[config.mk]
export PLATFORM = sky130hd
export DESIGN_NAME = eeprom_data_control_regs
export DESIGN_NICKNAME = d
export VERILOG_FILES = /design/src/eeprom_regs_pkg.sv /design/src/eeprom_byte_array.sv /design/src/eeprom_data_control_regs.sv
export SDC_FILE = /design/constraint.sdc
export NUM_CORES = 1
export LEC_CHECK = 0
export ABC_AREA = 0
export BUFFER_PORTS_ARGS = -buffer_cell sky130_fd_sc_hd__buf_2
export CAP_MARGIN = 20
export CORE_MARGIN = 5
export CORE_UTILIZATION = 36
export DETAILED_ROUTE_END_ITERATION = 7
export GPL_ROUTABILITY_DRIVEN = 0
export GPL_TIMING_DRIVEN = 0
export HOLD_SLACK_MARGIN = 0.1
export PLACE_DENSITY = 0.6
export SETUP_SLACK_MARGIN = 0.3
export SKIP_LAST_GASP = 1
export SLEW_MARGIN = 20
export SYNTH_ARGS = -nofsm -noshare
export SYNTH_HDL_FRONTEND = slang
export SYNTH_SLANG_ARGS = --single-unit
[constraint.sdc]
create_clock -name clk -period 7.8 [get_ports clk]
set_clock_uncertainty 0.1 [all_clocks]
set_input_delay 1.56 -clock clk [delete_from_list [all_inputs] [get_ports clk]]
set_output_delay 1.56 -clock clk [all_outputs]
set_load 0.005 [all_outputs]
[src/eeprom_regs_pkg.sv]
`default_nettype none
package eeprom_regs_pkg;
    // Register byte addresses on the APB bus
    localparam logic [7:0] ADDR_BYTE_DATA    = 8'h00;
    localparam logic [7:0] ADDR_BYTE_ADDRESS = 8'h04;
    localparam logic [7:0] ADDR_CYCLE_CTRL   = 8'h08;
    localparam logic [7:0] ADDR_IRQ_STATUS   = 8'h0C;
    localparam logic [7:0] ADDR_IRQ_MASK     = 8'h10;
    // Control register field positions
    localparam int BIT_READ_TRIG    = 0;
    localparam int BIT_READ_PERMIT  = 1;
    localparam int BIT_WRITE_TRIG   = 2;
    localparam int BIT_WRITE_PERMIT = 3;
    // Status and mask field positions
    localparam int BIT_WRITE_DONE   = 0;
    localparam int BIT_READ_DONE    = 1;
    // Widths
    localparam int DATA_W = 8;
    localparam int ADDR_W = 6;
    localparam int CTRL_W = 4;
    localparam int IRQ_W  = 2;
    localparam int DEPTH  = 64;
    // Reset values
    localparam logic [DATA_W-1:0] DATA_RST = 8'h00;
    localparam logic [ADDR_W-1:0] ADDR_RST = 6'h00;
    localparam logic [CTRL_W-1:0] CTRL_RST = 4'h0;
    localparam logic [IRQ_W-1:0]  IRQ_RST  = 2'h0;
    // Cycle timing at 100 MHz
    localparam int CLK_PERIOD_NS  = 10;
    localparam int READ_TIME_NS   = 40;
    localparam int WRITE_TIME_NS  = 2000;
    localparam int READ_CYCLES    = (READ_TIME_NS + CLK_PERIOD_NS - 1) / CLK_PERIOD_NS;
    localparam int WRITE_CYCLES   = (WRITE_TIME_NS + CLK_PERIOD_NS - 1) / CLK_PERIOD_NS;
    localparam int CNT_W          = 12;
    // Cycle sequencer states
    typedef enum logic [1:0] {ST_IDLE, ST_READ, ST_WRITE} cycle_state_e;
endpackage
`default_nettype wire
[src/eeprom_byte_array.sv]
`default_nettype none
// Storage array: one-cycle write, registered read port
module eeprom_byte_array
    import eeprom_regs_pkg::*;
(
    input  wire logic              clk,
    input  wire logic              wr_en,
    input  wire logic [ADDR_W-1:0] addr,
    input  wire logic [DATA_W-1:0] wr_data,
    output logic      [DATA_W-1:0] rd_data
);
    // Contents survive reset, as non-volatile storage should
    logic [DATA_W-1:0] mem [DEPTH];

    // Write and read share one address
    always_ff @(posedge clk) begin
        if (wr_en) begin
            mem[addr] <= wr_data;
        end
        rd_data <= mem[addr];
    end
endmodule
`default_nettype wire

[src/eeprom_data_control_regs.sv]
// Decided for this implementation: the address map and the APB interface to the registers.
`default_nettype none
// Behaviour
// - 8-bit data register, resets to zero
// - Control upper four bits read zero
// - Write permit bit gates write cycles
// - Write trigger starts write, reads busy
// - Write trigger self-clears at cycle end
// - Write trigger ignored without prior permit
// - Read permit bit gates read cycles
// - Read trigger starts read, self-clears
// - Read trigger ignored without prior permit
// - 6-bit address register, upper bits zero
// - Read result held in data register
// - Write completion sets done flag
module eeprom_data_control_regs
    import eeprom_regs_pkg::*;
#(
    parameter int WRITE_CYCLES_P = WRITE_CYCLES
)
(
    input  wire logic        clk,
    input  wire logic        sys_rst,
    input  wire logic        psel,
    input  wire logic        penable,
    input  wire logic        pwrite,
    input  wire logic [7:0]  paddr,
    input  wire logic [31:0] pwdata,
    output logic      [31:0] prdata,
    output logic             pready,
    output logic             pslverr,
    output logic             irq
);
    // Register map, one aligned word each, fields in the low bits:
    //   data     - byte moved to or from the array
    //   address  - byte selected in the array, upper bits read zero
    //   control  - write permit, write trigger, read permit, read trigger
    //   status   - read done, write done; a read clears both
    //   mask     - same layout as status, gates the interrupt
    // A cycle in flight freezes the address, and the data register too during
    // a write, so software cannot change what the array sees mid-cycle

    // Register state
    logic [DATA_W-1:0] data_q, data_d;          // Byte data register
    logic [ADDR_W-1:0] addr_q, addr_d;          // Byte address register
    logic [CTRL_W-1:0] ctrl_q, ctrl_d;          // Permit and trigger bits
    logic [IRQ_W-1:0]  stat_q, stat_d;          // Sticky event flags
    logic [IRQ_W-1:0]  mask_q, mask_d;          // Interrupt enables
    logic [31:0]       rdata_q, rdata_d;        // Registered read data
    cycle_state_e      state_q, state_d;        // Cycle sequencer
    logic [CNT_W-1:0]  cnt_q, cnt_d;            // Cycle timer

    // Bus strobes
    logic              access;                  // Access phase
    logic              wr_acc;                  // Register write
    logic              rd_acc;                  // Register read
    logic              mapped;                  // Address decodes
    logic              arr_we;                  // Array write strobe
    logic [DATA_W-1:0] arr_rd;                  // Array read data
    logic              write_end;               // Write cycle finishes
    logic              read_end;                // Read cycle finishes
    logic              start_wr;                // Accepted write trigger
    logic              start_rd;                // Accepted read trigger
    logic              rd_first;                // First access cycle of a read
    logic              rd_valid_q, rd_valid_d;  // Read word staged in rdata_q
    logic              sel_data;                // Data register addressed
    logic              sel_addr;                // Address register addressed
    logic              sel_ctrl;                // Control register addressed
    logic              sel_stat;                // Status register addressed
    logic              sel_mask;                // Mask register addressed

    // Zero-extends a narrow field into a bus word
    function automatic logic [31:0] widen(input logic [DATA_W-1:0] v);
        widen = {24'h000000, v};
    endfunction

    // True on the last counted clock of a timed cycle
    function automatic logic last_tick(input logic [CNT_W-1:0] c);
        last_tick = (c == CNT_W'(1));
    endfunction

    // Compares the bus address with one register's byte address
    function automatic logic hits(input logic [7:0] a, input logic [7:0] reg_addr);
        hits = (a == reg_addr);
    endfunction

    // Writes finish in their first access cycle; a read inserts one wait
    // state so the word it returns comes straight from a flip-flop, at the
    // price of one extra bus cycle per read
    assign pready  = ~rd_acc | rd_valid_q;
    assign access  = psel & penable;
    assign wr_acc  = access & pwrite;
    assign rd_acc  = access & ~pwrite;
    assign rd_first = rd_acc & ~rd_valid_q;
    // One decoded select per register
    assign sel_data = hits(paddr, ADDR_BYTE_DATA);
    assign sel_addr = hits(paddr, ADDR_BYTE_ADDRESS);
    assign sel_ctrl = hits(paddr, ADDR_CYCLE_CTRL);
    assign sel_stat = hits(paddr, ADDR_IRQ_STATUS);
    assign sel_mask = hits(paddr, ADDR_IRQ_MASK);
    assign mapped  = sel_data | sel_addr | sel_ctrl | sel_stat | sel_mask;
    // Unmapped addresses answer with an error and change nothing
    assign pslverr = access & ~mapped;
    assign prdata  = rdata_q;
    assign irq     = |(stat_q & mask_q);

    // Trigger acceptance uses the permit already stored, never the one
    // arriving in the same write, so permit must be set beforehand
    assign start_wr = wr_acc && sel_ctrl && (state_q == ST_IDLE) &&
                      pwdata[BIT_WRITE_TRIG] && ctrl_q[BIT_WRITE_PERMIT];
    assign start_rd = wr_acc && sel_ctrl && (state_q == ST_IDLE) &&
                      pwdata[BIT_READ_TRIG] && ctrl_q[BIT_READ_PERMIT] &&
                      !start_wr;
    // Cycle ends flag the last counted clock, so the array write, the fetched
    // byte and the return to idle all land on one edge
    assign write_end = (state_q == ST_WRITE) && last_tick(cnt_q);
    assign read_end  = (state_q == ST_READ) && last_tick(cnt_q);
    assign arr_we    = write_end;

    // Storage array, written at the close of a write cycle
    // Its read port runs every cycle; only the byte seen at read_end is used
    eeprom_byte_array u_array (
        .clk     (clk),
        .wr_en   (arr_we),
        .addr    (addr_q),
        .wr_data (data_q),
        .rd_data (arr_rd)
    );

    // Cycle sequencer next state
    always_comb begin
        state_d = state_q;
        cnt_d   = cnt_q;
        unique case (state_q)
            ST_IDLE: begin
                // Write is tested first: should both triggers arrive together,
                // only the write runs
                if (start_wr) begin
                    state_d = ST_WRITE;
                    cnt_d   = CNT_W'(WRITE_CYCLES_P);
                end else if (start_rd) begin
                    state_d = ST_READ;
                    cnt_d   = CNT_W'(READ_CYCLES);
                end
            end
            ST_READ, ST_WRITE: begin
                // Count down; the last tick returns to idle
                cnt_d = cnt_q - CNT_W'(1);
                if (last_tick(cnt_q)) begin
                    state_d = ST_IDLE;
                end
            end
            default: begin
                // Unused encoding, recover to idle
                state_d = ST_IDLE;
                cnt_d   = '0;
            end
        endcase
    end

    // Sequencer registers
    always_ff @(posedge clk or posedge sys_rst) begin
        if (sys_rst) begin
            state_q <= ST_IDLE;
            cnt_q   <= '0;
        end else begin
            state_q <= state_d;
            cnt_q   <= cnt_d;
        end
    end

    // Data and address next values; the data register takes software writes
    // and, at the close of a read cycle, the fetched byte
    always_comb begin
        data_d = data_q;
        addr_d = addr_q;
        if (wr_acc && sel_data && (state_q != ST_WRITE)) begin
            // Held steady while a write cycle copies it into the array
            data_d = pwdata[DATA_W-1:0];
        end
        if (wr_acc && sel_addr && (state_q == ST_IDLE)) begin
            // Frozen while busy so a running cycle keeps its byte
            addr_d = pwdata[ADDR_W-1:0];
        end
        if (read_end) begin
            // Fetched byte replaces whatever software left there
            data_d = arr_rd;
        end
    end

    // Data and address registers
    always_ff @(posedge clk or posedge sys_rst) begin
        if (sys_rst) begin
            data_q <= DATA_RST;
            addr_q <= ADDR_RST;
        end else begin
            data_q <= data_d;
            addr_q <= addr_d;
        end
    end

    // Control next value; permits store freely, triggers only when accepted,
    // and the hardware drops a trigger at the end of its own cycle
    always_comb begin
        ctrl_d = ctrl_q;
        if (wr_acc && sel_ctrl) begin
            ctrl_d[BIT_WRITE_PERMIT] = pwdata[BIT_WRITE_PERMIT];
            ctrl_d[BIT_READ_PERMIT]  = pwdata[BIT_READ_PERMIT];
        end
        if (start_wr) begin
            ctrl_d[BIT_WRITE_TRIG] = 1'b1;
        end
        if (start_rd) begin
            ctrl_d[BIT_READ_TRIG] = 1'b1;
        end
        if (write_end) begin
            ctrl_d[BIT_WRITE_TRIG] = 1'b0;
        end
        if (read_end) begin
            ctrl_d[BIT_READ_TRIG] = 1'b0;
        end
        // Losing permit mid-cycle does not abort a running cycle
    end

    // Control register
    always_ff @(posedge clk or posedge sys_rst) begin
        if (sys_rst) begin
            ctrl_q <= CTRL_RST;
        end else begin
            ctrl_q <= ctrl_d;
        end
    end

    // Status and mask next values; a status read clears the flags, and an
    // event in that same cycle is applied last so it is never lost
    always_comb begin
        stat_d = stat_q;
        mask_d = mask_q;
        if (wr_acc && sel_mask) begin
            mask_d = pwdata[IRQ_W-1:0];
        end
        if (rd_first && sel_stat) begin
            // Cleared as the word is captured, so the flags returned go
            stat_d = '0;
        end
        if (write_end) begin
            stat_d[BIT_WRITE_DONE] = 1'b1;
        end
        if (read_end) begin
            stat_d[BIT_READ_DONE] = 1'b1;
        end
    end

    // Status and mask registers
    always_ff @(posedge clk or posedge sys_rst) begin
        if (sys_rst) begin
            stat_q <= IRQ_RST;
            mask_q <= IRQ_RST;
        end else begin
            stat_q <= stat_d;
            mask_q <= mask_d;
        end
    end

    // Read word next value, captured in the first access cycle of a read;
    // unmapped addresses return zero
    always_comb begin
        rdata_d = rdata_q;
        if (rd_first) begin
            unique case (paddr)
                ADDR_BYTE_DATA:    rdata_d = widen(data_q);
                ADDR_BYTE_ADDRESS: rdata_d = widen({2'b00, addr_q});
                ADDR_CYCLE_CTRL:   rdata_d = widen({4'h0, ctrl_q});
                ADDR_IRQ_STATUS:   rdata_d = widen({6'h00, stat_q});
                ADDR_IRQ_MASK:     rdata_d = widen({6'h00, mask_q});
                default:           rdata_d = '0;
            endcase
        end
    end

    // Read word register
    always_ff @(posedge clk or posedge sys_rst) begin
        if (sys_rst) begin
            rdata_q <= '0;
        end else begin
            rdata_q <= rdata_d;
        end
    end

    // Read staging next value: set by the first access cycle of a read and
    // dropped by the completing one, so the next read waits again
    always_comb begin
        rd_valid_d = rd_first;
    end

    // Read staging register
    always_ff @(posedge clk or posedge sys_rst) begin
        if (sys_rst) begin
            rd_valid_q <= 1'b0;
        end else begin
            rd_valid_q <= rd_valid_d;
        end
    end
endmodule
`default_nettype wire

# Word-level counts from Yosys, hierarchy flattened
# Memory sizes are Yosys's and may differ from the RTL's. A register that Yosys moved wholly into a read port is not among the register bits.
# Cells that the tools add are included.
# word_totals
inputBits,45
reg_bits,69
mem_count,1
out_inout_bits,35
word_cells,84
ramBits,512
# memory_table
name,depth,width,rd,rd_ports_with_merged_regs,write_ports,line,source
u_array.mem,64,8,1,1,1,eeprom_byte_array.sv:13,logic [DATA_W-1:0] mem [DEPTH];
# classes
mux,19
n_bitwise,15
addsub,1
eq_ne,10
reduce_logical,26
# ops
operator,n
8-bit one-hot mux with 5 select lines,1
12-bit two-way mux,2
12-bit one-hot mux with 2 select lines,1
"8-bit by 4-bit == test with 1-bit output, second input constant",2
8-bit two-way mux,2
1-bit logical AND,15
"12-bit by 1-bit == test with 1-bit output, second input constant",1
"12-bit by 1-bit subtractor with 12-bit output, second input constant",1
2-bit nonzero test,5
"8-bit by 3-bit == test with 1-bit output, second input constant",1
"8-bit by 5-bit == test with 1-bit output, second input constant",1
8-bit zero test,1
1-bit two-way mux,8
2-bit two-way mux,4
1-bit bitwise AND,5
1-bit OR,5
"2-bit != test, second input constant",2
1-bit inverter,4
2-bit one-hot mux with 2 select lines,1
2-bit OR reduction,2
"3-bit != test, second input constant",1
2-bit bitwise AND,1
"2-bit by 1-bit == test with 1-bit output, second input constant",1
"2-bit == test, second input constant",1
other kinds (3),3

# Depth between registers and ports, before layout
# Gate-level depths: netlist of run 1.
# depth
ltp_word,11
depth_mapped,10
mapped_depth_nobuf,7

# By module
# From an unflattened synthesis of run 1, not the netlist that was laid out.
# hier_totals
hier_cells,1447
area_unflattened_um2,23060.9
# modules_own_cells
module,seq_area_each_um2,instances,cells_each,area_each_um2
eeprom_byte_array,15534.9,1,1171,20449.6
eeprom_data_control_regs,1126.1,1,276,2611.3

# Least setup slack after synthesis of run 1
# No wires, ideal clock.
# synth_timing
path_type,input port to output port
start,input port paddr[0]
end,output port pslverr
setup_slack_ns,3.389
n_path_buf,1
stages,4
required_time_ns,6.140
arrival_time_ns,2.751
cell_sequence,or4_4 -> buf_6 -> nor4_1 -> nor3_1
# synth_between
elab_chain_cells,7
word_cells_on_any_way,11
cone_classes,4 x eq/ne; 6 x bitwise; 1 x reduce/logical
# synth_rtl
element,line,source
start: declaration,eeprom_data_control_regs.sv:27,"input wire logic [7:0] paddr,"
8-bit by 3-bit == test with 1-bit output or 8-bit zero test (tied branches),eeprom_data_control_regs.sv:84,hits = (a == reg_addr);
1-bit OR (3 in series),eeprom_data_control_regs.sv:101,assign mapped = sel_data | sel_addr | sel_ctrl | sel_stat | sel_mask;
1-bit OR (*),eeprom_data_control_regs.sv:101,
1-bit inverter (*),eeprom_data_control_regs.sv:103,assign pslverr = access & ~mapped;
1-bit bitwise AND (*),eeprom_data_control_regs.sv:103,
end: declaration,eeprom_data_control_regs.sv:31,"output logic pslverr,"
# Every way passes the cells marked *; elsewhere a longest branch is shown, timed or not.

# Final worst setup path of run 1
# layout_timing
start,register addr_q[2]
end,memory u_array.mem[20][2] (enable)
# layout_rtl
element,line,source
start: declaration,eeprom_data_control_regs.sv:45,"logic [ADDR_W-1:0] addr_q, addr_d;"
start signal: assignment,eeprom_data_control_regs.sv:198,addr_q <= addr_d;
end: declaration,eeprom_byte_array.sv:13,
# No word-level cell before the write port.

==> metrics.md, run 1 <==
| Metric | Value |
|---|---|
| Overall Global Routing Usage | 19.6% |
| Clk slew on worst S/H paths | 60 ps |
| Adder-cell area share of the yosys netlist | less than 1% |
| Ys async rst share | 7.96% |
| IO Port Bufs | 31 |
| Drt pass-1 iters | 7 |
| Area Growth Syn to Fin | 14.8% |
| Die span in x | 262 um |
| DRC | 0 |
| Core area | 62,900 um2 |
| # nets final | 1,536 |
| WP data arrival | slightly below 6000 ps |
| Final Max Tran Viols | 0 |
| Total grt overflow | 0 |
| Worst skew pair latency | ~630 ps |
| Bufs on Longest Clock Path | 3 |
| Slew margin rel. | between 20 and 25% |
| Commonest cells in the netlist | edfxtp_1 (512), nor2_1 (112), mux2i_1 (73), mux2_2 (55), mux4_2 (51) |
| Share of layout cells above drive strength 1 | 19.9% |
| CP endpoint kind | register |
| DRT antenna net count | 0 |
| Final HPWL DP | 43,600 um |
| Flops & latches, synth | 565 |
| Setup slack after layout | roughly 2100 ps |
| Unique masters post-synth | between 70 and 80 |
| Largest family of logic cells by synthesized area | multiplexers |
| H-tree depth | 2 |
| Synth Area in XOR/XNOR | 0% |
| Unrepaired setup endpoints after global routing | no |
| Kind of critical path | register to register |
| Vias per inst | 5.76 |
| Clock Tree Root | clkbuf_16 |
| LEAKAGE | ~8.3 nW |
| Worst Path Required | 7940 ps |
| Count leader, synth | edfxtp_1 |
| Final non-filler cell area | 26,200 um2 |
| WL/cell | between 20 and 30 um |
| First-pass GRT wire length | 96,400 um |
| Power density over cell area | 239 nW/um2 |
| CTS Hold Bufs | 0 |
| Syn avg cell area | about 17 um2 |
| Share of the synthesized area in the top cell type | roughly 68% |
| Die Y | 262 um |
| Die area | 68,400 um2 |
| Routed WL | a little under 70,000 um |
| Vias in the first global route | 13,200 |
| Largest net degree at the start of global routing | 67 |
| Initial antenna violation count | 0 |
| Post-synth EDFFs | 512 |
| Num CTS Buffers | 58 |
| Synth warn | 0 |
| Top FF cell, synth | edfxtp_1 |
| Post-synth top area cell | edfxtp_1 |
| Num Clock Sinks | 565 |
| DP Area | around 24,000 um2 |
| Total number of vias | roughly 14,000 |
| Initial Util | 36.2% |
| Gate Count Post-Synth | 1,366 |
| Achievable frequency | 175 MHz |
| Seq/Total Area, Yosys | 73.1% |
| Rows | 92 |
| Multiplexer area fraction after synthesis | 11.0% |
| Post-CTS resize count | 0 |
| Number of DRC markers in iteration 0 | 1,785 |
| Max Cap Violations | 0 |
| Setup bufs post-CTS | 0 |
| Max VDD drop | 0.154 mV |
| Pre-CTS setup slack | approximately 2400 ps |
| Element type at the critical path start | register |
| Crit-path max FO | 10 |
| Final min period | 5710 ps |
| TritonCTS clock tree | yes |
| Hold WC Path Type | register to register |
| Tcrit/Tclk final | 73.2% |
| Top cells by area, synth | edfxtp_1 (68%), mux4_2 (5.0%), dfrtp_1 (4.9%), mux2i_1 (3.2%), mux2_2 (2.7%) |
| I/O pin total | 80 |
| Post-Synth Simple-Gate Area | 5.52% |
| Filler cells | about 5,600 |
| Worst-Margin Slew | 1160 ps |
| Compound-gate portion of the synthesized area | about 7.6% |
| Setup TNS | 0 ps |
| Fin. Hold Viols | 0 |
| Setup Viol. Count Final | 0 |
| Syn Std Cell Area | 22,800 um2 |
| Status | finished, final reports clean |
-- worst max-delay path, stage by stage, from the launching register on --
cell and delay [ps]:
dfrtp_1 400, buf_2 310, buf_2 470, buf_1 860, buf_2 570, buf_2 380
buf_2 420, nand3_1 720, nor2_1 1080
-- registers in the layout, summed over array words and instances, names as in the netlist --
| name | flops |
|---|---|
| state_q | 2 |
| prdata | 8 |
| addr_q | 6 |
| stat_q | 2 |
| data_q | 8 |
| u_array.rd_data | 8 |
| mask_q | 2 |
| rd_valid_q | 1 |
| ctrl_q | 4 |
| u_array.mem | 512 |
| cnt_q | 12 |
-- through the flow --
stage / power, mW / hold slack (ps) / instances / utilization, %
after floorplan: 3.43 / 363 / 1389 / -
after global placement: 3.49 / 352 / 2266 / 38.3
after detailed placement: 3.49 / 365 / 2271 / 38.5
after CTS: 6.26 / 378 / 2381 / 41.6
after global routing: 6.41 / 404 / 2381 / 41.6
final: 6.24 / 372 / 2382 / 41.6
-- power by group --
| group | total (mW) | internal, mW | switching, mW |
|---|---|---|---|
| Clock | 2.81 | 1.62 | 1.19 |
| Sequential | 3.30 | 3.28 | 0.0191 |
| Combinational | 0.131 | 0.0454 | 0.0853 |
-- cells in the final DEF (no fill, tap or decap), types with 29 or more instances in the layout --
cell and count:
mux4_2 51, a221oi_1 34, nand2_1 49, mux2_2 55
buf_2 54, o21ai_0 45, edfxtp_1 512, nor2_1 111
mux2i_1 73, clkbuf_1 47, a22oi_1 37, a21oi_1 29
dfrtp_1 37, clkbuf_16 59
-- kinds of logic (layout without fill, tap and decap cells) --
| logic type | Yosys count | in the layout |
|---|---|---|
| buffers and inverters | 116 | 262 |
| flip-flops | 565 | 565 |
| AND/OR/NAND/NOR | 258 | 258 |
| other | 1 | 25 |
| multiplexers | 179 | 179 |
| adder cells (fa/ha/maj) | 6 | 6 |
| AO/OA/AOI/OAI | 241 | 241 |
-- per-layer routing --
| metal | wire length [um] | up-vias | GRT usage (%) |
|---|---|---|---|
| li1 | - | 5649 | - |
| met1 | 26800 | 6997 | 26.7 |
| met2 | 30100 | 915 | 29.5 |
| met3 | 8480 | 164 | 6.37 |
| met4 | 2790 | 0 | 7.09 |
| met5 | 0 | - | 0 |
-- area by class of cell --
cell class / instances / area, um2 / share of cell area [%]
antenna: 1 / 2.50 / 0.00957
buffer: 98 / 497 / 1.90
clock buffer: 67 / 1510 / 5.76
clock inverter: 43 / 425 / 1.63
inverter: 18 / 67.6 / 0.258
multi-input combinational: 708 / 5650 / 21.6
sequential: 565 / 16700 / 63.8
tap: 846 / 1060 / 4.05
timing repair buffer: 36 / 263 / 1.00
-- worst paths after layout --
check	startpoint	to	slack, ps	cells past startpoint
worst min-delay path	prdata[7]$_DFFE_PP0P_	prdata[7]$_DFFE_PP0P_	370	2
worst min register to register	prdata[7]$_DFFE_PP0P_	prdata[7]$_DFFE_PP0P_	370	2
worst max-delay path	addr_q[2]$_DFFE_PP0P_	u_array.mem[20][2]$_DFFE_PP_	2090	8
worst max register to register	addr_q[2]$_DFFE_PP0P_	u_array.mem[20][2]$_DFFE_PP_	2090	8
min in group asynchronous	sys_rst	prdata[1]$_DFFE_PP0P_	910	2
max in group asynchronous	sys_rst	data_q[1]$_DFFE_PP0P_	6160	3
No activity file was read; power rests on OpenSTA's default activity.
==> run 2, diff against run 1 <==
Settings changed: PLACE_DENSITY 0.6 to 0.62.
Clock period 7.8 ns to 5.05 ns, I/O delays scaled along.
==> run 2 against run 1 <==
Via count down 0.32%; critical path depth unchanged; clock power up 51%; die area unchanged; final cell count about the same; worst setup slack worse by 2000 ps; non-clock buffer count up 1; count of clock-buffer cells in the layout up 11; highest routed layer unchanged; sequential cell count unchanged.
==> metrics.md, run 2 (synthesized netlist as in run 1, its figures left out) <==
| Metric | Value |
|---|---|
| Kind of critical path | register to register |
| Setup bufs post-CTS | 0 (unchanged) |
| Share of layout cells above drive strength 1 | 22.0% (+2.1 points) |
| Largest net degree at the start of global routing | 67 (unchanged) |
| Commonest non-fill, non-tap cell in the layout | edfxtp_1 |
| WL/cell | 28.4 um (-0.95%) |
| CTS Hold Bufs | 0 (unchanged) |
| DRC | 0 (unchanged) |
| Tcrit/Tclk final | 97.3% (+24 points) |
| Final Max Tran Viols | 0 (unchanged) |
| H-tree depth | 2 (unchanged) |
| Vias in the first global route | 13,300 (+0.79%) |
| Number of DRC markers in iteration 0 | 1,889 (+5.8%) |
| Rows | 92 (unchanged) |
| Worst skew pair latency | 630 ps (about the same) |
| Most frequent cells in the layout | edfxtp_1 (512), nor2_1 (79), mux2i_1 (73) |
| Slew margin rel. | 17.4% (-5.2 points) |
| Achievable frequency | 204 MHz (+16%) |
| LEAKAGE | 8.26 nW (about the same) |
| TritonCTS clock tree | yes |
| Unrepaired setup endpoints after global routing | yes |
| Ant diodes | 0 (-1) |
| Hold WC Path Type | input port to asynchronous set/reset pin |
| Final min period | 4910 ps (-800 ps) |
| Fin. Hold Viols | 0 (unchanged) |
| Routed WL | 67,500 um (-1.0%) |
| Bufs on Longest Clock Path | 3 (unchanged) |
| Critical Path Slowest Stage Cell | nor2_2 |
| Buf/Inv on CP | 6 (unchanged) |
| Util after Layout | 41.9% (+0.29 points) |
| Total number of vias | 13,700 (-0.32%) |
| First-pass GRT wire length | 95,500 um (-0.92%) |
| Final HPWL DP | 43,400 um (-0.53%) |
| Biggest register | u_array.mem |
| Total grt overflow | 0 (unchanged) |
| # nets final | 1,537 (+0.065%) |
| Clk slew on worst S/H paths | 60 ps (about the same) |
| Setup Viol. Count Final | 0 (unchanged) |
| Max VDD drop | 0.253 mV (+64%) |
| Vias per inst | 5.75 (-0.24%) |
| Crit path cell chain | buf_2 > buf_2 > clkdlybuf4s15_2 > buf_2 > buf_2 > buf_2 > nand3_2 > nor2_2 |
| Max reg flops | 512 (unchanged) |
| Clock Tree Root | clkbuf_16 |
| Crit-path leading delay family | buffers and inverters |
| Worst Path Required | 5210 ps (-2730 ps) |
| Max Cap Violations | 0 (unchanged) |
| Overall Global Routing Usage | 19.3% (-0.22 points) |
| Drt pass-1 iters | 7 (unchanged) |
| IO Port Bufs | 31 (unchanged) |
| Status | finished, final reports clean |
| Worst-Margin Slew | 1240 ps (+78.3 ps) |
| Initial antenna violation count | 2 (+2) |
| Core area | 62,900 um2 (unchanged) |
| Die area | 68,400 um2 (unchanged) |
| WP data arrival | 5080 ps (-770 ps) |
| Peak per-stage delay on the critical path | 700 ps (-380 ps) |
| Area Growth Syn to Fin | 15.6% |
| Num CTS Buffers | 58 (unchanged) |
| Most common cell on crit path | buf_2 |
| Num Clock Sinks | 565 (unchanged) |
| Element type at the critical path start | register |
| DRT antenna net count | 0 (unchanged) |
| Power density over cell area | 363 nW/um2 (+52%) |
| CP endpoint kind | register |
| Largest regs | u_array.mem x512, cnt_q x12 |
| Pre-CTS setup slack | -274 ps (-2720 ps) |
| I/O pin total | 80 (unchanged) |
| Die span in x | 262 um (unchanged) |
| Die Y | 262 um (unchanged) |
| Setup slack after layout | 138 ps (-1950 ps) |
| Crit-path max FO | 10 (unchanged) |
| Initial Util | 36.2% (unchanged) |
[run 2: power by group]
part           internal (mW)  leakage, nW  total, mW  switching, mW
Clock                   2.45        0.924       4.25           1.79
Sequential              5.07         5.01       5.10         0.0259
Combinational         0.0711         2.32      0.206          0.135
[run 2: path summary, 6_finish.rpt]
kind	to	startpoint	cells after the start	slack, ps
setup reg to reg	u_array.mem[46][3]$_DFFE_PP_	addr_q[2]$_DFFE_PP0P_	8	140
hold / removal	prdata[1]$_DFFE_PP0P_	sys_rst	2	330
min in group clk	prdata[7]$_DFFE_PP0P_	prdata[7]$_DFFE_PP0P_	2	370
hold reg to reg	prdata[7]$_DFFE_PP0P_	prdata[7]$_DFFE_PP0P_	2	370
setup / recovery	u_array.mem[46][3]$_DFFE_PP_	addr_q[2]$_DFFE_PP0P_	8	140
max in group asynchronous	data_q[6]$_DFFE_PP0P_	sys_rst	3	4000
[run 2: repair_timing]
action                     CTS  global route
resized for setup           53             8
pin swaps                    0             0
setup endpoints to repair  256            82
[run 2: layer usage]
metal  routed length [um]  GRT usage, %  up-vias
li1                     -             -     5658
met1                26500          26.4     6946
met2                29800          29.2      900
met3                 8270          5.80      177
met4                 2970          7.64        0
met5                    0             0        -
[run 2: stage by stage]
stage / area (um2) / std cells / hold slack, ps / total power, mW / setup TNS (ps)
after floorplan: 22900 / 1389 / 363 / 5.29 / 0
after global placement: 24100 / 2266 / 353 / 5.38 / -44170
after detailed placement: 24200 / 2272 / 363 / 5.39 / -40330
after CTS: 26300 / 2380 / 329 / 9.58 / 0
after global routing: 26300 / 2380 / 381 / 9.80 / 0
final: 26300 / 2380 / 335 / 9.55 / 0
[run 2: cell type report]
cell class                      count  area (um2)
Sequential cell                   565       16700
Buffer                             98         502
Clock buffer                       78        1580
Timing Repair Buffer               37         283
Multi-Input combinational cell    708        5860
Inverter                           18        67.6
Fill cell                        5624       36500
Tap cell                          846        1060
Clock inverter                     30         300
